**src/dtd_pkg.sv**
```systemverilog
// Constants, field layouts and types shared by the dual 8-bit timer block.
// Assumes a single 200 MHz system clock; the high-frequency clock is that clock.
package dtd_pkg;
   // Channel count and counter width
   localparam int CH_N   = 2;
   localparam int DATA_W = 8;
   // Register byte offsets on the AXI4-Lite bus
   localparam logic [7:0] OFS_CMP0  = 8'h00;
   localparam logic [7:0] OFS_CTRL0 = 8'h04;
   localparam logic [7:0] OFS_CMP1  = 8'h08;
   localparam logic [7:0] OFS_CTRL1 = 8'h0C;
   localparam logic [7:0] OFS_CFG   = 8'h10;
   localparam logic [7:0] OFS_STAT  = 8'h14;
   // Field positions
   localparam int CFG_TAP_BIT  = 0;
   localparam int CFG_SLOW_BIT = 1;
   localparam int STAT_FF_BIT  = 16;
   // Reset values
   localparam logic [7:0] CMP_RST  = 8'h00;
   localparam logic [7:0] CTRL_RST = 8'h00;
   localparam logic [1:0] CFG_RST  = 2'h0;
   // Prescaler tap exponents (divide by two to the power)
   localparam int TAP_FC11 = 11;
   localparam int TAP_FC7  = 7;
   localparam int TAP_FC5  = 5;
   localparam int TAP_FC3  = 3;
   localparam int TAP_FS3  = 3;
   // Bus responses
   localparam logic [1:0] RESP_OKAY   = 2'h0;
   localparam logic [1:0] RESP_SLVERR = 2'h2;
   // Operating modes handled here
   typedef enum logic [2:0] {
      MODE_TIMER   = 3'h0,
      MODE_DIVIDER = 3'h1
   } dtd_mode_t;
   // Source clock selections
   typedef enum logic [2:0] {
      SRC_FC11 = 3'h0,
      SRC_FC7  = 3'h1,
      SRC_FC5  = 3'h2,
      SRC_FC3  = 3'h3,
      SRC_PIN  = 3'h7
   } dtd_src_t;
   // Channel control register layout
   typedef struct packed {
      logic      ffInit;
      dtd_src_t  srcSel;
      logic      run;
      dtd_mode_t mode;
   } dtd_ctrl_t;
endpackage : dtd_pkg

```
**src/dtd_timer.sv**
```systemverilog
// Dual 8-bit timer, event counter and programmable divider with AXI4-Lite registers.
// Assumes one clock (clk, 200 MHz) and a synchronous active-high reset.
// Behaviour
// - Two identical 8-bit counter channels; chaining into 16 bits is not built.
// - Timer mode counts internal ticks; on compare match raise match, clear, continue.
// - Timer compare writes act immediately; software avoids changing them while running.
// - Event mode counts falling pin edges; on match raise match, clear, continue.
// - Event mode compare writes act immediately; software avoids changes while counting.
// - Divider mode counts internal ticks; match toggles flip-flop, clears, raises match.
// - Divider output is a square wave, each phase one compare period.
// - Divider pin always drives the inverse of the output flip-flop.
// - Control bit preloads the output flip-flop on control writes while stopped; reset clears it to 0.
// - Divider mode compare writes act immediately; software avoids changes while running.
// - Stopped divider holds pin level; later initial-value write changes the pin.
// - Control bit 3 is run, bit 7 initial value; clearing 7 stopped drives pin high.
// - 8'h10 selects fc/2^7 timer, 8'h18 starts it, 8'h11 selects divider mode.
// - Mode field 000 is timer or event counter, 001 divider; others unused here.
//
// Implementation choices: the AXI4-Lite interface to the registers and the register offsets.
`timescale 1ns/1ps
`default_nettype none
module dtd_timer (
   // Clock and reset
   input  wire logic                          clk,
   input  wire logic                          reset,
   // AXI4-Lite write address and data
   input  wire logic                          s_axi_awvalid,
   output logic                               s_axi_awready,
   input  wire logic [7:0]                    s_axi_awaddr,
   input  wire logic                          s_axi_wvalid,
   output logic                               s_axi_wready,
   input  wire logic [31:0]                   s_axi_wdata,
   input  wire logic [3:0]                    s_axi_wstrb,
   // AXI4-Lite write response
   output logic                               s_axi_bvalid,
   input  wire logic                          s_axi_bready,
   output logic [1:0]                         s_axi_bresp,
   // AXI4-Lite read
   input  wire logic                          s_axi_arvalid,
   output logic                               s_axi_arready,
   input  wire logic [7:0]                    s_axi_araddr,
   output logic                               s_axi_rvalid,
   input  wire logic                          s_axi_rready,
   output logic [31:0]                        s_axi_rdata,
   output logic [1:0]                         s_axi_rresp,
   // External pins
   input  wire logic [dtd_pkg::CH_N-1:0]      eventCountPin,
   input  wire logic                          lowFreqClockPin,
   output logic [dtd_pkg::CH_N-1:0]           dividerOutputPin,
   output logic [dtd_pkg::CH_N-1:0]           channelMatchIrq
);
   import dtd_pkg::*;

   // Offset of a channel's compare or control register
   function automatic logic [7:0] chanOfs(input int ch, input logic isCtrl);
      logic [7:0] base;
      base = (ch == 0) ? OFS_CMP0 : OFS_CMP1;
      return isCtrl ? base + (OFS_CTRL0 - OFS_CMP0) : base;
   endfunction : chanOfs

   // Tick of the selected source clock
   function automatic logic srcTick(input dtd_src_t sel, input logic [10:0] presc,
                                    input logic fsTick, input logic tapSel,
                                    input logic slow, input logic pinFall);
      logic t;
      t = 1'b0;
      case (sel)
         SRC_FC11: t = (tapSel || slow) ? fsTick : &presc[TAP_FC11-1:0];
         SRC_FC7:  t = !slow && &presc[TAP_FC7-1:0];
         SRC_FC5:  t = !slow && &presc[TAP_FC5-1:0];
         SRC_FC3:  t = !slow && &presc[TAP_FC3-1:0];
         SRC_PIN:  t = pinFall;
         default:  t = 1'b0;
      endcase
      return t;
   endfunction : srcTick

   // Bus state
   logic              awHave_q, awHave_d, wHave_q, wHave_d;
   logic [7:0]        awAddr_q, awAddr_d;
   logic [7:0]        wData_q, wData_d;
   logic              wStrb_q, wStrb_d;
   logic              bValid_q, bValid_d, rValid_q, rValid_d;
   logic [1:0]        bResp_q, bResp_d, rResp_q, rResp_d;
   logic [31:0]       rData_q, rData_d;
   logic              wrDo;
   // Register state
   logic [7:0]        cmp_q [CH_N];
   logic [7:0]        cmp_d [CH_N];
   dtd_ctrl_t         ctrl_q [CH_N];
   dtd_ctrl_t         ctrl_d [CH_N];
   logic [1:0]        cfg_q, cfg_d;
   // Channel state
   logic [7:0]        cnt_q [CH_N];
   logic [CH_N-1:0]   ff_q, match;
   logic [CH_N-1:0]   wrCtrl;
   // Prescaler and pin synchronisers
   logic [10:0]       presc_q, presc_d;
   logic [2:0]        fsCnt_q, fsCnt_d;
   logic [CH_N:0]     s1_q, s2_q, s3_q, stable_q, stable_d, fall, rise;
   logic              fsTick;

   // Handshakes straight from the pending flags
   assign s_axi_awready = !awHave_q;
   assign s_axi_wready  = !wHave_q;
   assign s_axi_arready = !rValid_q;
   assign s_axi_bvalid  = bValid_q;
   assign s_axi_bresp   = bResp_q;
   assign s_axi_rvalid  = rValid_q;
   assign s_axi_rdata   = rData_q;
   assign s_axi_rresp   = rResp_q;
   assign wrDo          = awHave_q && wHave_q && !bValid_q;

   // Bus slave next state: address and data taken in either order, one write in flight
   always_comb begin
      awHave_d = awHave_q;
      awAddr_d = awAddr_q;
      wHave_d  = wHave_q;
      wData_d  = wData_q;
      wStrb_d  = wStrb_q;
      bValid_d = bValid_q;
      bResp_d  = bResp_q;
      rValid_d = rValid_q;
      rData_d  = rData_q;
      rResp_d  = rResp_q;
      if (s_axi_awvalid && !awHave_q) begin
         awHave_d = 1'b1;
         awAddr_d = s_axi_awaddr;
      end
      if (s_axi_wvalid && !wHave_q) begin
         wHave_d = 1'b1;
         wData_d = s_axi_wdata[7:0];
         wStrb_d = s_axi_wstrb[0];
      end
      if (wrDo) begin
         awHave_d = 1'b0;
         wHave_d  = 1'b0;
         bValid_d = 1'b1;
         bResp_d  = (awAddr_q[1:0] == 2'h0 && awAddr_q <= OFS_CFG) ? RESP_OKAY : RESP_SLVERR;
      end
      if (bValid_q && s_axi_bready) begin
         bValid_d = 1'b0;
      end
      if (rValid_q && s_axi_rready) begin
         rValid_d = 1'b0;
      end
      if (s_axi_arvalid && !rValid_q) begin
         rValid_d = 1'b1;
         rResp_d  = RESP_OKAY;
         case (s_axi_araddr)
            OFS_CMP0:  rData_d = {24'h000000, cmp_q[0]};
            OFS_CTRL0: rData_d = {24'h000000, ctrl_q[0]};
            OFS_CMP1:  rData_d = {24'h000000, cmp_q[1]};
            OFS_CTRL1: rData_d = {24'h000000, ctrl_q[1]};
            OFS_CFG:   rData_d = {30'h00000000, cfg_q};
            OFS_STAT:  rData_d = {14'h0000, ff_q, cnt_q[1], cnt_q[0]};
            default: begin
               rData_d = 32'h00000000;
               rResp_d = RESP_SLVERR;
            end
         endcase
      end
   end

   // Bus slave registers
   always_ff @(posedge clk) begin
      if (reset) begin
         awHave_q <= 1'b0;
         awAddr_q <= 8'h00;
         wHave_q  <= 1'b0;
         wData_q  <= 8'h00;
         wStrb_q  <= 1'b0;
         bValid_q <= 1'b0;
         bResp_q  <= RESP_OKAY;
         rValid_q <= 1'b0;
         rData_q  <= 32'h00000000;
         rResp_q  <= RESP_OKAY;
      end else begin
         awHave_q <= awHave_d;
         awAddr_q <= awAddr_d;
         wHave_q  <= wHave_d;
         wData_q  <= wData_d;
         wStrb_q  <= wStrb_d;
         bValid_q <= bValid_d;
         bResp_q  <= bResp_d;
         rValid_q <= rValid_d;
         rData_q  <= rData_d;
         rResp_q  <= rResp_d;
      end
   end

   // Register file next values; compare writes land at once, unbuffered
   always_comb begin
      cfg_d = cfg_q;
      if (wrDo && wStrb_q && awAddr_q == OFS_CFG) begin
         cfg_d = wData_q[1:0];
      end
      for (int i = 0; i < CH_N; i++) begin
         cmp_d[i]  = cmp_q[i];
         ctrl_d[i] = ctrl_q[i];
         wrCtrl[i] = wrDo && wStrb_q && awAddr_q == chanOfs(i, 1'b1);
         if (wrDo && wStrb_q && awAddr_q == chanOfs(i, 1'b0)) begin
            cmp_d[i] = wData_q;
         end
         if (wrCtrl[i]) begin
            ctrl_d[i] = dtd_ctrl_t'(wData_q);
         end
      end
   end

   // Register file
   always_ff @(posedge clk) begin
      if (reset) begin
         cfg_q <= CFG_RST;
         for (int i = 0; i < CH_N; i++) begin
            cmp_q[i]  <= CMP_RST;
            ctrl_q[i] <= dtd_ctrl_t'(CTRL_RST);
         end
      end else begin
         cfg_q <= cfg_d;
         for (int i = 0; i < CH_N; i++) begin
            cmp_q[i]  <= cmp_d[i];
            ctrl_q[i] <= ctrl_d[i];
         end
      end
   end

   // Three-stage pin synchronisers; a level counts once stages two and three agree
   always_comb begin
      for (int k = 0; k <= CH_N; k++) begin
         stable_d[k] = (s2_q[k] == s3_q[k]) ? s3_q[k] : stable_q[k];
         fall[k]     = stable_q[k] && !s2_q[k] && !s3_q[k];
         rise[k]     = !stable_q[k] && s2_q[k] && s3_q[k];
      end
      fsTick  = rise[CH_N] && (fsCnt_q == 3'((1 << TAP_FS3) - 1));
      fsCnt_d = rise[CH_N] ? fsCnt_q + 3'h1 : fsCnt_q;
      presc_d = presc_q + 11'h001;
   end

   // Synchroniser and prescaler registers
   always_ff @(posedge clk) begin
      if (reset) begin
         // Idle levels: count pins high, slow clock low, so no false edge after reset
         s1_q     <= {1'b0, {CH_N{1'b1}}};
         s2_q     <= {1'b0, {CH_N{1'b1}}};
         s3_q     <= {1'b0, {CH_N{1'b1}}};
         stable_q <= {1'b0, {CH_N{1'b1}}};
         fsCnt_q  <= 3'h0;
         presc_q  <= 11'h000;
      end else begin
         s1_q     <= {lowFreqClockPin, eventCountPin};
         s2_q     <= s1_q;
         s3_q     <= s2_q;
         stable_q <= stable_d;
         fsCnt_q  <= fsCnt_d;
         presc_q  <= presc_d;
      end
   end

   // Two identical channels
   for (genvar c = 0; c < CH_N; c++) begin : g_ch
      logic [7:0] cnt_d;
      logic       ff_d, tick, active;
      logic [7:0] cntNext;

      // Counter, match and output flip-flop next values
      always_comb begin
         active  = ctrl_q[c].run &&
                   (ctrl_q[c].mode == MODE_TIMER || ctrl_q[c].mode == MODE_DIVIDER);
         tick    = active && srcTick(ctrl_q[c].srcSel, presc_q, fsTick,
                                     cfg_q[CFG_TAP_BIT], cfg_q[CFG_SLOW_BIT], fall[c]);
         cntNext = cnt_q[c] + 8'h01;
         cnt_d   = cnt_q[c];
         ff_d    = ff_q[c];
         match[c] = 1'b0;
         if (!ctrl_q[c].run) begin
            cnt_d = 8'h00;
         end else if (tick) begin
            if (cntNext == cmp_q[c]) begin
               cnt_d    = 8'h00;
               match[c] = 1'b1;
               if (ctrl_q[c].mode == MODE_DIVIDER) begin
                  ff_d = !ff_q[c];
               end
            end else begin
               cnt_d = cntNext;
            end
         end
         // Preload only while stopped, so a stop write leaves the pin level alone
         if (wrCtrl[c] && !ctrl_q[c].run) begin
            ff_d = wData_q[7];
         end
      end

      // Channel registers
      always_ff @(posedge clk) begin
         if (reset) begin
            cnt_q[c] <= 8'h00;
            ff_q[c]  <= 1'b0;
         end else begin
            cnt_q[c] <= cnt_d;
            ff_q[c]  <= ff_d;
         end
      end

      assign dividerOutputPin[c] = !ff_q[c];
      assign channelMatchIrq[c]  = match[c];

   end
endmodule : dtd_timer
`default_nettype wire

```
**config.mk**
```make
export PLATFORM = sky130hd
export DESIGN_NAME = dtd_timer
export DESIGN_NICKNAME = d
export VERILOG_FILES = /design/src/dtd_pkg.sv /design/src/dtd_timer.sv
export SDC_FILE = /design/constraint.sdc
export NUM_CORES = 1
export LEC_CHECK = 0
export BUFFER_PORTS_ARGS = -buffer_cell sky130_fd_sc_hd__buf_2
export CAP_MARGIN = 0
export CORE_ASPECT_RATIO = 0.9
export CORE_UTILIZATION = 56
export DETAILED_ROUTE_END_ITERATION = 6
export GPL_TIMING_DRIVEN = 0
export PLACE_DENSITY = 0.92
export REMOVE_ABC_BUFFERS = 1
export SKIP_CTS_REPAIR_TIMING = 1
export SYNTH_ARGS = -nofsm -noshare
export SYNTH_HDL_FRONTEND = slang
export SYNTH_SLANG_ARGS = --single-unit
```
**constraint.sdc**
```tcl
create_clock -name clk -period 3.6 [get_ports clk]
set_input_delay 0.18 -clock clk [delete_from_list [all_inputs] [get_ports clk]]
set_output_delay 0.18 -clock clk [all_outputs]
set_load 0.05 [all_outputs]
```
==> impl_metrics.py, run 1 <==
metrics = {
    "detailed_routing": {
        "viasPerCell": 5.96,
        "wl_per_cell_um": 16.1,
        "vias": 5082,
        "drt-pass1-iter-count": 7,
        "drcViolationCount": 0,
        "drt-total-wl_um": 13700,
        "drt-initial-drc-count": 406,
        "antenna_left": 0,
    },
    "critical_path": {
        "start_kind": "register",
        "cp_max_fo": 17,
        "crit_type": "register to output port",
        "arrival_ps": 2910,
        "required_ps": 3420,
        "endpoint_kind": "output port",
    },
    "die": {
        "ios": 107,
        "die_x_um": 108,
        "die_h_um": 97.7,
        "initial_core_util_pct": 58.2,
        "dieArea_um2": 10600,
        "core_region_area_um2": 9780,
        "rows": 34,
    },
    "power_and_ir_drop": {
        "p_clk_share_pct": 51.8,
        "p_switching_mw": 0.726,
        "irDropWorstVdd_uv": 357,
        "power.total_mw": 3.20,
        "p_sw_share_pct": 22.7,
        "internal-power_mw": 2.48,
        "leakagePower_nw": 2.56,
        "p_per_area_nw_per_um2": 490,
        "sequentialPowerShare_pct": 42.7,
        "pwr-share-comb_pct": 5.4,
    },
    "global_route": {
        "antenna_found_initial": 0,
        "gr-total-overflow": 0,
        "grt_max_degree": 106,
        "grt_usage_pct": 27.2,
        "grt_pass1_vias": 4707,
        "grt_pass1_wl_um": 22100,
    },
    "layout": {
        "drive_gt1_share_pct": 14.9,
        "nFillCells": 789,
        "final_util_pct": 66.8,
        "area_growth_pct": 14.8,
        "diodes": 0,
        "nets": 784,
        "stdcell_count": 853,
    },
    "clock_network": {
        "htree_levels": 4,
        "root_buffer": "clkbuf_16",
        "cts_buffers": 17,
        "cts.sinks": 119,
        "clock_latency_ps": 410,
        "cts_tree": "built",
        "clk_pin_slew_ps": 50,
        "clk_path_buf_depth": 2,
    },
    "timing": {
        "setup-tns-final_ps": 0,
        "final_max_slew_viol_count": 0,
        "fin_crit_sh_pct": 85.8,
        "max_freq_mhz": 324,
        "slew_headroom_pct": 22.5,
        "period_minus_slack_ps": 3090,
        "tightest_slew_ps": 1150,
        "hold_viol_final": 0,
        "finalSetupViolations": 0,
        "rsz0062_at_grt": "no",
        "finClkSkew_ps": 7.22,
    },
    "yosys": {
        "ys_seq_area_share_pct": 41.8,
        "synth_edf_count": 0,
        "yosysWarnings": 0,
        "ys_seq_elements": 119,
        "synthCells": 676,
        "ys_dominant_reg_cell": "dfxtp_1",
        "synth_cell_types": 59,
        "async_reset_ff_share_pct": 0,
        "netlist_area_um2": 5690,
        "synth_area_per_cell_um2": 8.42,
    },
    "worst_hold_path": {
        "holdCritPathClass": "input pin to register",
    },
    "placed_design": {
        "gp_congestion": 0.908,
        "numPlacedInstances": 818,
        "port_buffers": 63,
        "dp_hpwl_um": 9030,
    },
    "outcome": {
        "status": "completed",
    },
    "job": {
        "max-cap-violations": 0,
    },
}
-- area by class of cell --
cell class	count	area (um2)	area share, %
tap	126	158	2.41
sequential	119	2380	36.4
timing repair buffer	67	358	5.47
multi-input combinational	498	3010	46.0
clock inverter	7	93.8	1.44
clock buffer	24	492	7.52
inverter	12	45.0	0.689
-- metal layers --
metal,wire [um],up-vias,global-route usage [%]
li1,-,2435,-
met5,0,-,0
met2,6520,264,44.0
met3,1090,37,7.78
met1,5800,2346,33.4
met4,299,0,11.5
-- cell usage in the layout (no fill, tap or decap), types with 6 or more instances in the layout --
cell / instances
nor2_1: 86
mux2i_1: 44
conb_1: 16
inv_1: 12
nand4b_1: 7
o21ai_0: 22
xnor2_1: 14
buf_2: 62
nand4_1: 9
nand2_1: 64
a21oi_1: 39
a222oi_1: 8
nand2b_1: 6
nor2b_1: 11
clkbuf_16: 17
or2_2: 9
a2bb2oi_1: 8
dfxtp_1: 119
a31oi_1: 15
nand3_1: 45
ha_1: 7
nand3b_1: 7
xor2_1: 7
nor3_1: 13
-- worst max-delay path, cell delays in order, from the launching register on --
cell	delay (ps)
dfxtp_1	450
ha_1	290
nand3_1	240
nor3_1	220
a31oi_1	60
or4_1	770
nor2_1	170
buf_2	280
-- registers in the layout, summed over array words and instances, names as in the netlist, 8 cells and up --
| signal | count |
|---|---|
| cmp_q | 16 |
| presc_q | 11 |
| cnt_q | 16 |
| wData_q | 8 |
| awAddr_q | 8 |
| ctrl_q | 16 |
| s_axi_rdata | 18 |
-- power by group through the flow --
| stage | clock network [mW] | logic [mW] | registers [mW] |
|---|---|---|---|
| CTS | 1.67 | 0.171 | 1.37 |
| global route | 1.73 | 0.189 | 1.37 |
| finish | 1.66 | 0.174 | 1.37 |
| global placement | 0 | 0.164 | 1.39 |
| floorplan | 0 | 0.102 | 1.40 |
| detailed placement | 0 | 0.170 | 1.39 |
-- metrics by stage --
stage	area (um2)	hold slack, ps	worst slack (ps)
2_1_floorplan	5440	247	828
3_3_place_gp	5910	361	693
3_5_place_dp	5910	366	568
4_1_cts	6500	-63.2	526
5_1_grt	6540	3.81	239
6_report	6540	8.16	513
-- synthesized netlist by cell type (all sizes together), types with 8 or more instances --
| cell | number | area share, % |
|---|---|---|
| nor2 | 86 | 5.7 |
| a31oi | 15 | 1.6 |
| or2 | 9 | 0.99 |
| o21ai | 23 | 2.0 |
| clkbuf | 34 | 2.2 |
| a2bb2oi | 8 | 1.2 |
| nor3 | 13 | 1.1 |
| a21oi | 39 | 3.4 |
| dfxtp | 119 | 42 |
| nand4 | 9 | 0.99 |
| inv | 12 | 0.79 |
| mux2i | 44 | 7.7 |
| xnor2 | 14 | 2.2 |
| nor2b | 11 | 1.2 |
| nand2 | 64 | 4.2 |
| buf | 28 | 3.3 |
| a222oi | 8 | 1.4 |
| nand3 | 45 | 4.0 |
-- path summary, 6_finish.rpt --
kind         depth (start not counted)                 end  slack (ps)             from
max                                  7  channelMatchIrq[0]         510      cnt_q[0][0]
min                                  3         awAddr_q[5]           8  s_axi_awaddr[5]
max reg2reg                          7             ff_q[0]         640      cnt_q[0][0]
min reg2reg                          1             s2_q[1]         410          s1_q[1]
-- logic make-up after synthesis --
logic type,after synthesis,share of synthesized area (%)
and+or+nand+nor,288,25.0
DFF,119,41.8
AOI/OAI and AO/OA,117,13.3
buffers and inverters,74,6.31
muxes,49,8.73
xor gates and xnor gates,21,3.23
adders and majority gates,7,1.54
other,1,0.0659
(Power assumes the default switching activity.)
==> run 2, diff against run 1 <==
--- a/config.mk
+++ b/config.mk
@@ -12,7 +12,6 @@
 export DETAILED_ROUTE_END_ITERATION = 6
 export GPL_TIMING_DRIVEN = 0
 export PLACE_DENSITY = 0.92
-export REMOVE_ABC_BUFFERS = 1
 export SKIP_CTS_REPAIR_TIMING = 1
 export SYNTH_ARGS = -nofsm -noshare
 export SYNTH_HDL_FRONTEND = slang
==> impl_metrics.py, run 2 (synthesis gave the netlist of run 1 again) <==
metrics = {
    "placed_design": {
        "numPlacedInstances": 878,
        "dp_hpwl_um": 10800,
        "gp_congestion": 0.905,
        "pre_cts_ws_ps": 862,
        "port_buffers": 61,
        "place_area_um2": 6210,
    },
    "critical_path": {
        "reg2reg_depth": 8,
        "crit_path_frequent_cell": "buf_2",
        "slowest_delay_ps": 490,
        "crit_type": "register to output port",
        "endpoint_kind": "output port",
        "cp_max_fo": 10,
        "cp-endpoint": "channelMatchIrq[0]",
        "start_kind": "register",
        "reg2reg_to": "ff_q[0]",
        "cp-startpoint": "cnt_q[0][0]",
        "r2r_setup_slack_ps": 810,
        "cp_slowest_cell": "dfxtp_1",
        "required_ps": 3420,
        "critPathTopFamily": "simple AND/OR/NAND/NOR gates",
        "r2r-start": "cnt_q[0][0]",
        "crit_buf_inv": 3,
        "arrival_ps": 3000,
        "path_cells": "ha_1 > nand3_1 > o21ai_0 > nand4_1 > or4_1 > buf_2 > clkbuf_1 > nor2_1 > buf_2",
        "cp.depth": 9,
    },
    "die": {
        "rows": 34,
        "die_h_um": 97.7,
        "die_x_um": 108,
        "ios": 107,
        "dieArea_um2": 10600,
        "initial_core_util_pct": 58.2,
        "core_region_area_um2": 9780,
    },
    "detailed_routing": {
        "viasPerCell": 6.07,
        "wl_per_cell_um": 16.9,
        "vias": 5550,
        "drt-pass1-iter-count": 7,
        "antenna_left": 0,
        "drt-total-wl_um": 15400,
        "drcViolationCount": 0,
        "drt-initial-drc-count": 573,
    },
    "layout": {
        "final_util_pct": 69.4,
        "nets": 844,
        "largest_reg_flops": 18,
        "diodes": 0,
        "stdcell_count": 914,
        "final_area_um2": 6790,
        "nFillCells": 726,
        "layout_common_cells": "dfxtp_1 (119), nor2_1 (86), buf_2 (66)",
        "area_growth_pct": 19.3,
        "drive_gt1_share_pct": 16.9,
        "final_common_cell": "dfxtp_1",
    },
    "clock_network": {
        "clk_pin_slew_ps": 60,
        "cts_tree": "built",
        "clock_latency_ps": 420,
        "htree_levels": 4,
        "cts_buffers": 17,
        "root_buffer": "clkbuf_16",
        "cts.sinks": 119,
        "clk_path_buf_depth": 2,
    },
    "power_and_ir_drop": {
        "power.total_mw": 3.12,
        "leakagePower_nw": 2.70,
        "irDropWorstVdd_uv": 352,
        "p_per_area_nw_per_um2": 459,
    },
    "timing": {
        "tightest_slew_ps": 918,
        "period_minus_slack_ps": 3180,
        "fin_crit_sh_pct": 88.4,
        "max_freq_mhz": 314,
        "hold_viol_final": 0,
        "setup-tns-final_ps": 0,
        "worst_slack_ps": 418,
        "slew_headroom_pct": 38.8,
        "finClkSkew_ps": 10.7,
        "final_max_slew_viol_count": 0,
        "worst_hold_slack_ps": 4.30,
        "finalSetupViolations": 0,
        "rsz0062_at_grt": "no",
    },
    "global_route": {
        "antenna_found_initial": 0,
        "grt_max_degree": 17,
        "gr-total-overflow": 0,
        "grt_pass1_wl_um": 25000,
        "grt_pass1_vias": 5280,
        "grt_usage_pct": 30.3,
    },
    "outcome": {
        "status": "completed",
    },
    "worst_hold_path": {
        "holdCritPathClass": "input pin to register",
    },
    "job": {
        "max-cap-violations": 0,
    },
}
## run 2: layout make-up
type	instances	area (um2)	area share [%]
Inverter	12	45.0	0.663
Clock inverter	13	97.6	1.44
Timing Repair Buffer	65	345	5.08
Multi-Input combinational cell	498	3010	44.3
Tap cell	126	158	2.32
Clock buffer	19	443	6.52
Sequential cell	119	2380	35.1
Buffer	62	314	4.62
## run 2: worst min-delay path, delay by kind of cell
kind	cells	cell delay, ps
buf+inv	1	90
simple gates	1	50
compound gates	1	50
## run 2: worst min path at each step
| stage | from | to | slack [ps] | cells past startpoint |
|---|---|---|---|---|
| after floorplan | s_axi_rready | s_axi_rvalid | 280 | 1 |
| after global placement | s_axi_rready | s_axi_rvalid | 360 | 2 |
| after detailed placement | eventCountPin[0] | s1_q[0] | 370 | 2 |
| after CTS | s_axi_rready | s_axi_rvalid | -60 | 2 |
| after global routing | s_axi_awaddr[6] | awAddr_q[6] | 20 | 3 |
| final | s_axi_wdata[0] | wData_q[0] | 4 | 3 |
## run 2: report_power, final
group / total, mW / internal, mW / switching [mW]
Combinational: 0.204 / 0.0656 / 0.138
Sequential: 1.37 / 1.34 / 0.0261
Clock: 1.55 / 0.902 / 0.646
Total: 3.12 / 2.31 / 0.810
## run 2: per-layer routing
| layer | track usage (%) | routed length (um) | vias up |
|---|---|---|---|
| met5 | 0 | 0 | - |
| met2 | 48.6 | 7160 | 344 |
| li1 | - | - | 2554 |
| met4 | 16.7 | 604 | 0 |
| met1 | 38.1 | 6230 | 2581 |
| met3 | 5.84 | 1410 | 71 |
